$ cat src/pfm_map.svh
// Offsets, field positions, codes and reset values of the pin multiplexer
`ifndef PFM_MAP_SVH
`define PFM_MAP_SVH
// Pin slots on the pad vectors
`define PFM_NPIN     17
`define PFM_P1       0
`define PFM_P25      1
`define PFM_P27      2
`define PFM_P69      3
`define PFM_P71      4
`define PFM_P117     5
`define PFM_P126     14
`define PFM_P127     15
`define PFM_P128     16
`define PFM_NPIRQ    11
// Register byte addresses
`define PFM_AW       5
`define PFM_A_ONE    5'h00
`define PFM_A_TWO    5'h04
`define PFM_A_FOUR   5'h08
`define PFM_A_FIVE   5'h0c
`define PFM_A_CFGA   5'h10
`define PFM_A_STLO   5'h14
`define PFM_A_STHI   5'h18
// Field positions
`define PFM_CFG_W    8
`define PFM_ONE_PIRQ 6
`define PFM_TWO_P1   1:0
`define PFM_CA_P25   2:1
`define PFM_CA_P27   5:4
`define PFM_FR_P69   1:0
`define PFM_FR_P71   3:2
`define PFM_FR_P127  7:6
`define PFM_FV_P128  1:0
`define PFM_ST_LO    31:0
`define PFM_STRAP_PIRQ 0
`define PFM_STRAP_FAN  1
// Field codes, reset value, bus answers
`define PFM_C01      2'h1
`define PFM_C10      2'h2
`define PFM_C11      2'h3
`define PFM_CFG_RST  8'h00
`define PFM_OKAY     2'h0
`define PFM_SLVERR   2'h2
`endif

$ cat src/pfm_pkg.sv
// Types shared by the pin multiplexer
package pfm_pkg;
    // Function carried by one pin, also reported in the status words
    typedef enum logic [1:0] {
        SEL_GPIO,
        SEL_ALT1,
        SEL_ALT2,
        SEL_PIRQ
    } pfm_sel_e;
endpackage : pfm_pkg

$ cat src/pfm_pin_mux.sv
// Pin function multiplexer with AXI4-Lite configuration registers
//
// Implementation choices: the AXI4-Lite interface to the registers and the register addresses.
`timescale 1ns/1ps
`include "pfm_map.svh"

// Notes on behaviour
// Software enables each alternate on one pin
// Straps preset selections after power-up
// Pin 1: GPIO, fan drive, chassis lock
// Pin 25: GPIO or blink indicator
// Pin 27: GPIO or ring wake input
// Pin 69: GPIO, floppy motor, IR select
// Pin 71: GPIO, drive select, IR select
// Parallel IRQ bit forces pins 117-127
// Pins 117-124: GPIO or parallel IRQs
// Pins 125-126: GPIO or parallel IRQs
// Pin 127 decodes two bits with IRQ
// Pin 128: GPIO, fan tach, unlock
// Unlisted codes leave pin as GPIO
module pfm_pin_mux
    import pfm_pkg::*;
#(
    parameter int NPIN = `PFM_NPIN
)(
    // Clock, reset, enable
    input  wire logic            ref_clk,
    input  wire logic            rst_n,
    input  wire logic            clkEn,
    // Straps
    input  wire logic [1:0]      pinSelectStraps,
    // AXI4-Lite slave
    input  wire logic [`PFM_AW-1:0] s_axi_awaddr,
    input  wire logic            s_axi_awvalid,
    output logic                 s_axi_awready,
    input  wire logic [31:0]     s_axi_wdata,
    input  wire logic [3:0]      s_axi_wstrb,
    input  wire logic            s_axi_wvalid,
    output logic                 s_axi_wready,
    output logic [1:0]           s_axi_bresp,
    output logic                 s_axi_bvalid,
    input  wire logic            s_axi_bready,
    input  wire logic [`PFM_AW-1:0] s_axi_araddr,
    input  wire logic            s_axi_arvalid,
    output logic                 s_axi_arready,
    output logic [31:0]          s_axi_rdata,
    output logic [1:0]           s_axi_rresp,
    output logic                 s_axi_rvalid,
    input  wire logic            s_axi_rready,
    // Pads
    input  wire logic [NPIN-1:0] padIn,
    output logic [NPIN-1:0]      padOut,
    output logic [NPIN-1:0]      padOe,
    // General-purpose I/O core side
    input  wire logic [NPIN-1:0] gpioOut,
    input  wire logic [NPIN-1:0] gpioOe,
    output logic [NPIN-1:0]      gpioIn,
    // Alternate output sources
    input  wire logic            fanDriveOut2,
    input  wire logic            chassisLockOut,
    input  wire logic            blinkIndicatorOne,
    input  wire logic            floppyMotorOne,
    input  wire logic            floppyDriveSelectOne,
    input  wire logic            infraredSelectTwoOut,
    input  wire logic            infraredSelectTwoOe,
    input  wire logic            keyboardPortLine16Out,
    input  wire logic            keyboardPortLine16Oe,
    input  wire logic            infraredSelectOneOut,
    input  wire logic            infraredSelectOneOe,
    input  wire logic            chassisUnlockOut,
    // Alternate inputs toward the core
    output logic                 ringWakeIn,
    output logic                 infraredSelectTwoIn,
    output logic                 infraredSelectThreeIn,
    output logic [`PFM_NPIRQ-1:0] parallelIrqIn,
    output logic                 keyboardPortLine16In,
    output logic                 infraredSelectOneIn,
    output logic                 fanTachIn2
);

    // Configuration registers
    logic [`PFM_CFG_W-1:0] cfgOne_ff;
    logic [`PFM_CFG_W-1:0] cfgTwo_ff;
    logic [`PFM_CFG_W-1:0] cfgFour_ff;
    logic [`PFM_CFG_W-1:0] cfgFive_ff;
    logic [`PFM_CFG_W-1:0] cfgA_ff;
    logic                  strapDone_ff;   // Straps taken once
    // Bus state
    logic [`PFM_AW-1:0]    awAddr_ff;
    logic                  awFull_ff;
    logic [31:0]           wData_ff;
    logic                  wStrb_ff;       // Lane 0 only: fields are 8 bits
    logic                  wFull_ff;
    logic                  bValid_ff;
    logic [1:0]            bResp_ff;
    logic                  rValid_ff;
    logic [31:0]           rData_ff;
    logic [1:0]            rResp_ff;
    // Selection per pin
    pfm_sel_e              pinSel [NPIN];
    logic [NPIN-1:0]       altOut;
    logic [NPIN-1:0]       altOe;
    logic [2*NPIN-1:0]     statusBits;
    logic                  pirqSel;
    // Registered pad side and core inputs
    logic [NPIN-1:0]       padOut_ff;
    logic [NPIN-1:0]       padOe_ff;
    logic [NPIN-1:0]       gpioIn_ff;
    logic                  ringWake_ff;
    logic                  irSelTwoIn_ff;
    logic                  irSelThreeIn_ff;
    logic [`PFM_NPIRQ-1:0] pirqIn_ff;
    logic                  kbdLineIn_ff;
    logic                  irSelOneIn_ff;
    logic                  fanTach_ff;

    // Field decode
    function automatic logic isCode(input logic [1:0] fld, input logic [1:0] code);
        isCode = (fld == code);
    endfunction : isCode

    assign pirqSel = cfgOne_ff[`PFM_ONE_PIRQ];

    // Strap preset once after reset, ahead of any write, then writes
    always_ff @(posedge ref_clk or negedge rst_n)
    begin
        if (!rst_n)
        begin
            cfgOne_ff    <= `PFM_CFG_RST;
            cfgTwo_ff    <= `PFM_CFG_RST;
            cfgFour_ff   <= `PFM_CFG_RST;
            cfgFive_ff   <= `PFM_CFG_RST;
            cfgA_ff      <= `PFM_CFG_RST;
            strapDone_ff <= 1'b0;
        end
        else if (clkEn)
        begin
            if (!strapDone_ff)
            begin
                // Straps
                cfgOne_ff[`PFM_ONE_PIRQ] <= pinSelectStraps[`PFM_STRAP_PIRQ];
                cfgTwo_ff[`PFM_TWO_P1] <= pinSelectStraps[`PFM_STRAP_FAN] ?
                                          `PFM_C01 : 2'h0;
                strapDone_ff <= 1'b1;
            end
            else if (awFull_ff && wFull_ff && wStrb_ff)
            begin
                // Unmapped writes are dropped
                case (awAddr_ff)
                    `PFM_A_ONE:  cfgOne_ff  <= wData_ff[`PFM_CFG_W-1:0];
                    `PFM_A_TWO:  cfgTwo_ff  <= wData_ff[`PFM_CFG_W-1:0];
                    `PFM_A_FOUR: cfgFour_ff <= wData_ff[`PFM_CFG_W-1:0];
                    `PFM_A_FIVE: cfgFive_ff <= wData_ff[`PFM_CFG_W-1:0];
                    `PFM_A_CFGA: cfgA_ff    <= wData_ff[`PFM_CFG_W-1:0];
                    default:     ;
                endcase
            end
        end
    end

    // Write channel: aw and w in either order, answer one cycle later
    assign s_axi_awready = !awFull_ff && !bValid_ff;
    assign s_axi_wready  = !wFull_ff && !bValid_ff;

    always_ff @(posedge ref_clk or negedge rst_n)
    begin
        if (!rst_n)
        begin
            awAddr_ff <= '0;
            awFull_ff <= 1'b0;
            wData_ff  <= '0;
            wStrb_ff  <= 1'b0;
            wFull_ff  <= 1'b0;
            bValid_ff <= 1'b0;
            bResp_ff  <= `PFM_OKAY;
        end
        else if (clkEn)
        begin
            if (s_axi_awvalid && s_axi_awready)
            begin
                awAddr_ff <= s_axi_awaddr;
                awFull_ff <= 1'b1;
            end
            if (s_axi_wvalid && s_axi_wready)
            begin
                wData_ff <= s_axi_wdata;
                wStrb_ff <= s_axi_wstrb[0];
                wFull_ff <= 1'b1;
            end
            if (awFull_ff && wFull_ff)
            begin
                // Status words are read-only: a write there is ignored
                awFull_ff <= 1'b0;
                wFull_ff  <= 1'b0;
                bValid_ff <= 1'b1;
                bResp_ff  <= (awAddr_ff > `PFM_A_STHI) ||
                             (awAddr_ff[1:0] != 2'h0) ? `PFM_SLVERR : `PFM_OKAY;
            end
            else if (bValid_ff && s_axi_bready)
            begin
                bValid_ff <= 1'b0;
            end
        end
    end

    assign s_axi_bvalid = bValid_ff;
    assign s_axi_bresp  = bResp_ff;

    // Read channel: data one cycle after ar
    assign s_axi_arready = !rValid_ff;

    always_ff @(posedge ref_clk or negedge rst_n)
    begin
        if (!rst_n)
        begin
            rValid_ff <= 1'b0;
            rData_ff  <= '0;
            rResp_ff  <= `PFM_OKAY;
        end
        else if (clkEn)
        begin
            if (s_axi_arvalid && s_axi_arready)
            begin
                rValid_ff <= 1'b1;
                rResp_ff  <= `PFM_OKAY;
                rData_ff  <= '0;
                case (s_axi_araddr)
                    `PFM_A_ONE:  rData_ff[`PFM_CFG_W-1:0] <= cfgOne_ff;
                    `PFM_A_TWO:  rData_ff[`PFM_CFG_W-1:0] <= cfgTwo_ff;
                    `PFM_A_FOUR: rData_ff[`PFM_CFG_W-1:0] <= cfgFour_ff;
                    `PFM_A_FIVE: rData_ff[`PFM_CFG_W-1:0] <= cfgFive_ff;
                    `PFM_A_CFGA: rData_ff[`PFM_CFG_W-1:0] <= cfgA_ff;
                    // Live selection, two bits per pin
                    `PFM_A_STLO: rData_ff <= statusBits[`PFM_ST_LO];
                    `PFM_A_STHI: rData_ff[2*NPIN-33:0] <= statusBits[2*NPIN-1:32];
                    default:     rResp_ff <= `PFM_SLVERR;
                endcase
            end
            else if (rValid_ff && s_axi_rready)
            begin
                rValid_ff <= 1'b0;
            end
        end
    end

    assign s_axi_rvalid = rValid_ff;
    assign s_axi_rdata  = rData_ff;
    assign s_axi_rresp  = rResp_ff;

    // Selection decode; unmatched codes keep GPIO; sharing is software's duty
    always_comb
    begin
        for (int k = 0; k < NPIN; k++)
        begin
            pinSel[k] = SEL_GPIO;
        end
        altOut = '0;
        altOe  = '0;
        // Pin 1
        if (isCode(cfgTwo_ff[`PFM_TWO_P1], `PFM_C01))
        begin
            pinSel[`PFM_P1] = SEL_ALT1;
            altOut[`PFM_P1] = fanDriveOut2;
            altOe[`PFM_P1]  = 1'b1;
        end
        else if (isCode(cfgTwo_ff[`PFM_TWO_P1], `PFM_C10))
        begin
            pinSel[`PFM_P1] = SEL_ALT2;
            altOut[`PFM_P1] = chassisLockOut;
            altOe[`PFM_P1]  = 1'b1;
        end
        // Pin 25
        if (isCode(cfgA_ff[`PFM_CA_P25], `PFM_C01))
        begin
            pinSel[`PFM_P25] = SEL_ALT1;
            altOut[`PFM_P25] = blinkIndicatorOne;
            altOe[`PFM_P25]  = 1'b1;
        end
        // Pin 27, input only
        if (isCode(cfgA_ff[`PFM_CA_P27], `PFM_C01))
        begin
            pinSel[`PFM_P27] = SEL_ALT1;
        end
        // Pin 69
        if (isCode(cfgFour_ff[`PFM_FR_P69], `PFM_C01))
        begin
            pinSel[`PFM_P69] = SEL_ALT1;
            altOut[`PFM_P69] = floppyMotorOne;
            altOe[`PFM_P69]  = 1'b1;
        end
        else if (isCode(cfgFour_ff[`PFM_FR_P69], `PFM_C10))
        begin
            pinSel[`PFM_P69] = SEL_ALT2;
            altOut[`PFM_P69] = infraredSelectTwoOut;
            altOe[`PFM_P69]  = infraredSelectTwoOe;
        end
        // Pin 71
        if (isCode(cfgFour_ff[`PFM_FR_P71], `PFM_C01))
        begin
            pinSel[`PFM_P71] = SEL_ALT1;
            altOut[`PFM_P71] = floppyDriveSelectOne;
            altOe[`PFM_P71]  = 1'b1;
        end
        else if (isCode(cfgFour_ff[`PFM_FR_P71], `PFM_C10))
        begin
            pinSel[`PFM_P71] = SEL_ALT2;
        end
        // Pins 117-126
        for (int k = `PFM_P117; k <= `PFM_P126; k++)
        begin
            if (pirqSel)
            begin
                pinSel[k] = SEL_PIRQ;
            end
        end
        // Pin 127: the IRQ select outranks both field bits
        if (pirqSel)
        begin
            pinSel[`PFM_P127] = SEL_PIRQ;
        end
        else if (isCode(cfgFour_ff[`PFM_FR_P127], `PFM_C01))
        begin
            pinSel[`PFM_P127] = SEL_ALT1;
            altOut[`PFM_P127] = keyboardPortLine16Out;
            altOe[`PFM_P127]  = keyboardPortLine16Oe;
        end
        else if (isCode(cfgFour_ff[`PFM_FR_P127], `PFM_C10))
        begin
            pinSel[`PFM_P127] = SEL_ALT2;
            altOut[`PFM_P127] = infraredSelectOneOut;
            altOe[`PFM_P127]  = infraredSelectOneOe;
        end
        // Pin 128
        if (isCode(cfgFive_ff[`PFM_FV_P128], `PFM_C10))
        begin
            pinSel[`PFM_P128] = SEL_ALT1;
        end
        else if (isCode(cfgFive_ff[`PFM_FV_P128], `PFM_C11))
        begin
            pinSel[`PFM_P128] = SEL_ALT2;
            altOut[`PFM_P128] = chassisUnlockOut;
            altOe[`PFM_P128]  = 1'b1;
        end
    end

    // Per-pin pad driver
    for (genvar i = 0; i < NPIN; i++)
    begin : g_pin
        assign statusBits[2*i+1:2*i] = pinSel[i];

        always_ff @(posedge ref_clk or negedge rst_n)
        begin
            if (!rst_n)
            begin
                padOut_ff[i] <= 1'b0;
                padOe_ff[i]  <= 1'b0;
                gpioIn_ff[i] <= 1'b0;
            end
            else if (clkEn)
            begin
                // A pin lent to an alternate reads as zero on GPIO
                if (pinSel[i] == SEL_GPIO)
                begin
                    padOut_ff[i] <= gpioOut[i];
                    padOe_ff[i]  <= gpioOe[i];
                    gpioIn_ff[i] <= padIn[i];
                end
                else
                begin
                    padOut_ff[i] <= altOut[i];
                    padOe_ff[i]  <= altOe[i];
                    gpioIn_ff[i] <= 1'b0;
                end
            end
        end
    end

    // Alternate inputs: inactive low while their pin is elsewhere
    always_ff @(posedge ref_clk or negedge rst_n)
    begin
        if (!rst_n)
        begin
            ringWake_ff     <= 1'b0;
            irSelTwoIn_ff   <= 1'b0;
            irSelThreeIn_ff <= 1'b0;
            pirqIn_ff       <= '0;
            kbdLineIn_ff    <= 1'b0;
            irSelOneIn_ff   <= 1'b0;
            fanTach_ff      <= 1'b0;
        end
        else if (clkEn)
        begin
            ringWake_ff     <= (pinSel[`PFM_P27] == SEL_ALT1) && padIn[`PFM_P27];
            irSelTwoIn_ff   <= (pinSel[`PFM_P69] == SEL_ALT2) && padIn[`PFM_P69];
            irSelThreeIn_ff <= (pinSel[`PFM_P71] == SEL_ALT2) && padIn[`PFM_P71];
            pirqIn_ff       <= pirqSel ? padIn[`PFM_P127:`PFM_P117] : '0;
            kbdLineIn_ff    <= (pinSel[`PFM_P127] == SEL_ALT1) && padIn[`PFM_P127];
            irSelOneIn_ff   <= (pinSel[`PFM_P127] == SEL_ALT2) && padIn[`PFM_P127];
            fanTach_ff      <= (pinSel[`PFM_P128] == SEL_ALT1) && padIn[`PFM_P128];
        end
    end

    assign padOut                = padOut_ff;
    assign padOe                 = padOe_ff;
    assign gpioIn                = gpioIn_ff;
    assign ringWakeIn            = ringWake_ff;
    assign infraredSelectTwoIn   = irSelTwoIn_ff;
    assign infraredSelectThreeIn = irSelThreeIn_ff;
    assign parallelIrqIn         = pirqIn_ff;
    assign keyboardPortLine16In  = kbdLineIn_ff;
    assign infraredSelectOneIn   = irSelOneIn_ff;
    assign fanTachIn2            = fanTach_ff;
endmodule : pfm_pin_mux

$ cat config.mk
export PLATFORM = sky130hd
export DESIGN_NAME = pfm_pin_mux
export DESIGN_NICKNAME = d
export VERILOG_FILES = /design/src/pfm_pkg.sv /design/src/pfm_pin_mux.sv
export VERILOG_INCLUDE_DIRS = /design/src
export SDC_FILE = /design/constraint.sdc
export NUM_CORES = 1
export LEC_CHECK = 0
export CAP_MARGIN = 20
export CORE_MARGIN = 2
export CORE_UTILIZATION = 55
export DETAILED_ROUTE_END_ITERATION = 8
export DONT_BUFFER_PORTS = 1
export PLACE_DENSITY = 0.79
export RECOVER_POWER = 100
export SLEW_MARGIN = 20
export SYNTH_ARGS = -nofsm -noshare
export SYNTH_HDL_FRONTEND = slang
export SYNTH_SLANG_ARGS = --single-unit
export TNS_END_PERCENT = 20
$ cat constraint.sdc
create_clock -name ref_clk -period 4.9 [get_ports ref_clk]
set_input_delay 0.98 -clock ref_clk [delete_from_list [all_inputs] [get_ports ref_clk]]
set_output_delay 0.98 -clock ref_clk [all_outputs]
set_load 0.01 [all_outputs]
---- Word level (Yosys, flattened, before mapping) ----
Cells that the tools add are included.
storage, ports and cells
  output and inout port bits .............. 109
  register bits ........................... 163
  word-level logic and storage cells ...... 267
operators by class
  magnitude comparators ................... 1
  reductions and logical operators ........ 51
  mux-type cells .......................... 108
  equal/unequal tests ..................... 31
operators with widths
  kind                  count
  $mux W1               85
  $pmux W6 S6           1
  $mux W2               17
  $mux W24              1
  $eq A5 B4 Y1 const B  4
  $eq A5 B5 Y1 const B  4
  $reduce_and A4 Y1     5
  $eq A2 B1 Y1 const B  9
  $eq A2 B2 Y1 const B  9
  $logic_not A2 Y1      8
  $reduce_and A2 Y1     8
  $logic_and A1 B1 Y1   15
  $mux W7               2
  $pmux W2 S7           1
  $mux W11              1
  $eq A5 B3 Y1 const B  2
  $logic_not A5 Y1      2
  $reduce_bool A2 Y1    5
  $reduce_or A7 Y1      1
  $ne A2 B1 Y1 const B  3
  $reduce_and A3 Y1     2
  $gt A5 B5 Y1 const B  1
  $logic_not A1 Y1      4
  $logic_or A1 B1 Y1    1

---- Depth between registers and ports, before layout ----
  depth in word-level cells ............... 6
  gate-level depth with buffers ........... 6
  gate-level depth less buffers ........... 6

---- Worst setup path after synthesis ----
Ideal clock, no wire load.
  kind .................................... input to register
  from .................................... input port clkEn
  to ...................................... register cfgFour_ff[0]
  path buffers ............................ 1
  path slack .............................. 2.483 ns
  stages .................................. 5
  arrival ................................. 2.293 ns
  required time ........................... 4.775 ns
  library setup time ...................... 0.125 ns
  cells stage by stage .................... nand3_1 or3_1 buf_2 nor4_4 mux2_2
between the ends
  cells in the longest elaborated chain, start to end .. 1
RTL lines
  what                                RTL line            RTL
  start: declaration                  pfm_pin_mux.sv:29   input wire logic clkEn,
  $reduce_and A4 Y1 (no source line)  n/a
  end signal: assignment              pfm_pin_mux.sv:131  cfgFour_ff <= `PFM_CFG_RST;
  end signal: assignment              pfm_pin_mux.sv:152  `PFM_A_FOUR: cfgFour_ff <= wData_ff[`PFM_CFG_W-1:0];
  end: declaration                    pfm_pin_mux.sv:84   logic [`PFM_CFG_W-1:0] cfgFour_ff;
Every way passes these cells.
A chain may end at the register's enable or synchronous reset.

---- Worst setup path after layout ----
  from .................................... input port clkEn
  to ...................................... register cfgFour_ff[2]
The elaborated chain is that of the path after synthesis.

==> impl_summary.txt <==
----------------------------------------------------
[Layout]
  Area delta synth->final ... 8.00%
  Net count reported at finish ... 675
  Final antenna diode count ... 0
  Commonest cells after routing, fill and taps aside ... 142 x sky130_fd_sc_hd__dfrtp_1, 53 x sky130_fd_sc_hd__mux2_2, 43 x sky130_fd_sc_hd__o21ai_0
  Layout Cells excl Fill ... 706
  Fraction of final layout cells sized beyond drive strength 1 ... 15.6%
  Leading cell type in the layout, fill and taps excluded ... sky130_fd_sc_hd__dfrtp_1

[Timing]
  Worst rel slew slack ... -36.2%
  Final setup viols ... 0
  Maximum frequency from static timing analysis ... 312 MHz
  Final Slew Violations ... 58
  Final count of hold timing violations ... 0
  Setup repair after global routing missed its margin ... false
  Actual transition at the worst max-transition pin ... 2.02 ns
  Aggregate negative setup slack ... 0 ns
  Worst clock skew on the final layout ... 0.00940 ns
  Fin crit share ... 65.5%
  Final Critical Period ... 3.21 ns

[Global routing]
  Wire length of the first global-routing pass ... 23.5 mm
  Maximum number of pins on one net before global-route repair ... 143
  Via count of the first global-routing pass ... 4306
  GR Util All Layers ... 24.2%
  Initial antenna violation count ... 0
  Gr ovfl total ... 0

[Drt]
  Via total after detailed routing ... 4307
  DR iter-0 viols ... 398
  Final wirelength ... 14.9 mm
  Length of the first detailed-routing pass in iterations ... 4
  Via density per instance ... 6.10
  Post-route DRC ... 0
  Antenna violation net count after detailed routing ... 0
  Average detailed-routed wire length per instance ... 21.2 µm

[Setup path]
  Destination of the worst register-to-register timing path ... cfgFour_ff[2]$_DFFE_PN0P_
  Standard cell with the maximum stage delay on the critical path ... sky130_fd_sc_hd__nor4_1
  List of cells traversed by the critical path ... nand3_1 -> or3_1 -> nor4_1 -> mux2_2
  Register-to-register setup slack ... 1.74 ns
  Top fanout value on the critical path ... 92
  Crit path capture type ... flop
  Origin of the critical flop-to-flop path ... wFull_ff$_DFFE_PN0P_
  Critical path's largest stage delay ... 1.60 ns
  Setup crit start ... clkEn
  Worst endpoint required time ... 5.20 ns
  Start-to-end type of the worst setup path ... in2reg
  Category of the worst setup path launch point ... input pin
  Cells on worst reg2reg path ... 4
  Worst Path Arrival ... 3.51 ns
  Worst setup path endpoint ... cfgFour_ff[2]$_DFFE_PN0P_

[Synthesis]
  Number of synthesized flops with an enable pin ... 0
  Synthesis Warnings ... 0
  Gate count after technology mapping ... 582
  Seq/Total Area, Yosys ... 54.9%
  Average size of a mapped cell ... 11.1 µm²
  Prevailing post-synth register cell ... sky130_fd_sc_hd__dfrtp_1
  Number of distinct library cells after synthesis ... 52
  Proportion of register bits with asynchronous set or reset after synthesis ... 100%
  Synthesized area ... 6470 µm²
  Register bit total from synthesis ... 142

[Die]
  Starting Density ... 56.5%
  Die width ... 112 µm
  Overall die area ... 12700 µm²
  IO Count ... 228
  Die height ... 112 µm
  Core area ... 11500 µm²
  Number of standard-cell rows in the floorplan ... 39

[Clock tree]
  Number of H-tree branching levels ... 4
  Clk pin slew, worst setup/hold paths ... 0.06 ns
  TritonCTS clock tree ... done
  Buffer count from post-CTS setup fixing ... 0
  CTS root buf ... sky130_fd_sc_hd__clkbuf_16
  CTS max path bufs ... 2
  Clock sink count ... 142
  Total CTS buffers ... 17
  PostCTS Resize Cnt ... 0
  Hold-fix buffers at CTS ... 0
  Skew-Pair Late Insertion Delay ... 0.43 ns

[Status]
  Outcome ... complete, but fails checks
  Violated checks ... capacitance limit, slew limit

[Place]
  Detailed placer's ending HPWL ... 10.4 mm
  IO buf count ... 0
  Last weighted congestion value of the routability-driven placer ... 0.854
  Instance count after placement with tap cells included ... 674

[Pwr]
  Max VDD drop ... 0.349 mV
  Leakage ... 3.15 nW
  PnR Total Power ... 3.90 mW
  Pwr/cell area ... 558 nW/µm²

[Run]
  Max Cap Violations ... 4

[Hold path]
  Path category of the worst min-delay check ... in2async

----------------------------------------------------
==> cell type report <==
class                           instances  area (µm²)
Clock buffer                           19         443
Fill cell                             911        4480
Tap cell                              143         179
Timing Repair Buffer                    3        11.3
Multi-Input combinational cell        344        2440
Sequential cell                       142        3550
Inverter                               42         158
Clock inverter                         13         210
==> sequential cells by signal, indices dropped and copies added, names as in the netlist, 8 cells and up <==
name / count
gpioIn: 17
padOe: 17
padOut: 17
s_axi_rdata: 13
parallelIrqIn: 11
cfgA_ff: 8
cfgFive_ff: 8
cfgFour_ff: 8
cfgOne_ff: 8
cfgTwo_ff: 8
wData_ff: 8
==> where the power goes <==
group	leakage (nW)	internal [mW]	switching, mW
combinational	1.00	0.321	0.264
clock	0.314	0.920	0.498
sequential	1.84	1.48	0.416
total	3.15	2.72	1.18
==> worst min-delay path by stage <==
stage | from | to | depth (start not counted)
6_report | rst_n | gpioIn[10]$_DFFE_PN0P_ | 0
3_5_place_dp | cfgOne_ff[4]$_DFFE_PN0P_ | cfgOne_ff[4]$_DFFE_PN0P_ | 1
2_1_floorplan | cfgA_ff[7]$_DFFE_PN0P_ | cfgA_ff[7]$_DFFE_PN0P_ | 1
4_1_cts | rst_n | gpioIn[3]$_DFFE_PN0P_ | 0
3_3_place_gp | cfgA_ff[3]$_DFFE_PN0P_ | cfgA_ff[3]$_DFFE_PN0P_ | 1
5_1_grt | rst_n | padOe[6]$_DFFE_PN0P_ | 0
==> layer usage <==
metal / up-vias / part of all wire (%) / routed length, µm / GRT usage [%]
li1: 1972 / - / - / -
met3: 31 / 7.5 / 1110 / 8.05
met4: 0 / 2.4 / 362 / 10.3
met5: - / 0 / 0 / 0
met1: 2135 / 39 / 5880 / 29.1
met2: 169 / 51 / 7580 / 40.1
==> worst max-delay path: cells and delay by family <==
| family | cells | cell delay (ns) |
|---|---|---|
| simple gates | 3 | 2.07 |
| mux | 1 | 0.45 |
==> synth_stat cells (all sizes together), types with 2 or more instances <==
cell / n / area share, %
dfrtp: 142 / 55
mux2: 56 / 9.7
o21ai: 43 / 3.3
inv: 42 / 2.4
nand2: 35 / 2.0
buf: 30 / 3.0
a22o: 25 / 3.4
clkbuf: 25 / 1.4
nor2: 25 / 1.5
nand3: 24 / 1.9
a21oi: 23 / 1.8
nand3b: 16 / 1.9
mux2i: 13 / 2.0
a31oi: 7 / 0.68
nor2b: 7 / 0.68
ha: 6 / 1.2
o2bb2ai: 6 / 0.81
nor3: 5 / 0.39
a211oi: 4 / 0.46
nand2b: 4 / 0.39
a21o: 3 / 0.35
and3: 3 / 0.29
nor4b: 3 / 0.50
o31ai: 3 / 0.35
a221oi: 2 / 0.27
and3b: 2 / 0.27
nand4b: 2 / 0.27
nor4: 2 / 0.66
o311ai: 2 / 0.27
or2: 2 / 0.19
or3: 2 / 0.19
or4: 2 / 0.23
==> cell families (layout without fill, tap and decap cells) <==
logic type                 Yosys count  count (layout)  share of synthesized area [%]
AOI/OAI and AO/OA                  128             128                           13.1
adders and majority gates            6               6                           1.16
buffers and inverters               97              77                           6.92
DFF                                142             142                           54.9
muxes                               70              70                           12.1
other                                1               2                         0.0579
and+or+nand+nor                    138             138                           11.8
==> metrics by stage <==
step                cell area (µm²)  utilization, %  worst slack, ns  hold WS, ns
floorplan                      6480               -             2.48        0.471
global placement               6400            55.8             2.21        0.483
detailed placement             6400            55.8             2.19        0.496
CTS                            7050            61.5             2.46        0.234
global route                   6990            61.0             1.61        0.229
finish                         6990            61.0             1.69        0.253
(Power assumes the default switching activity.)
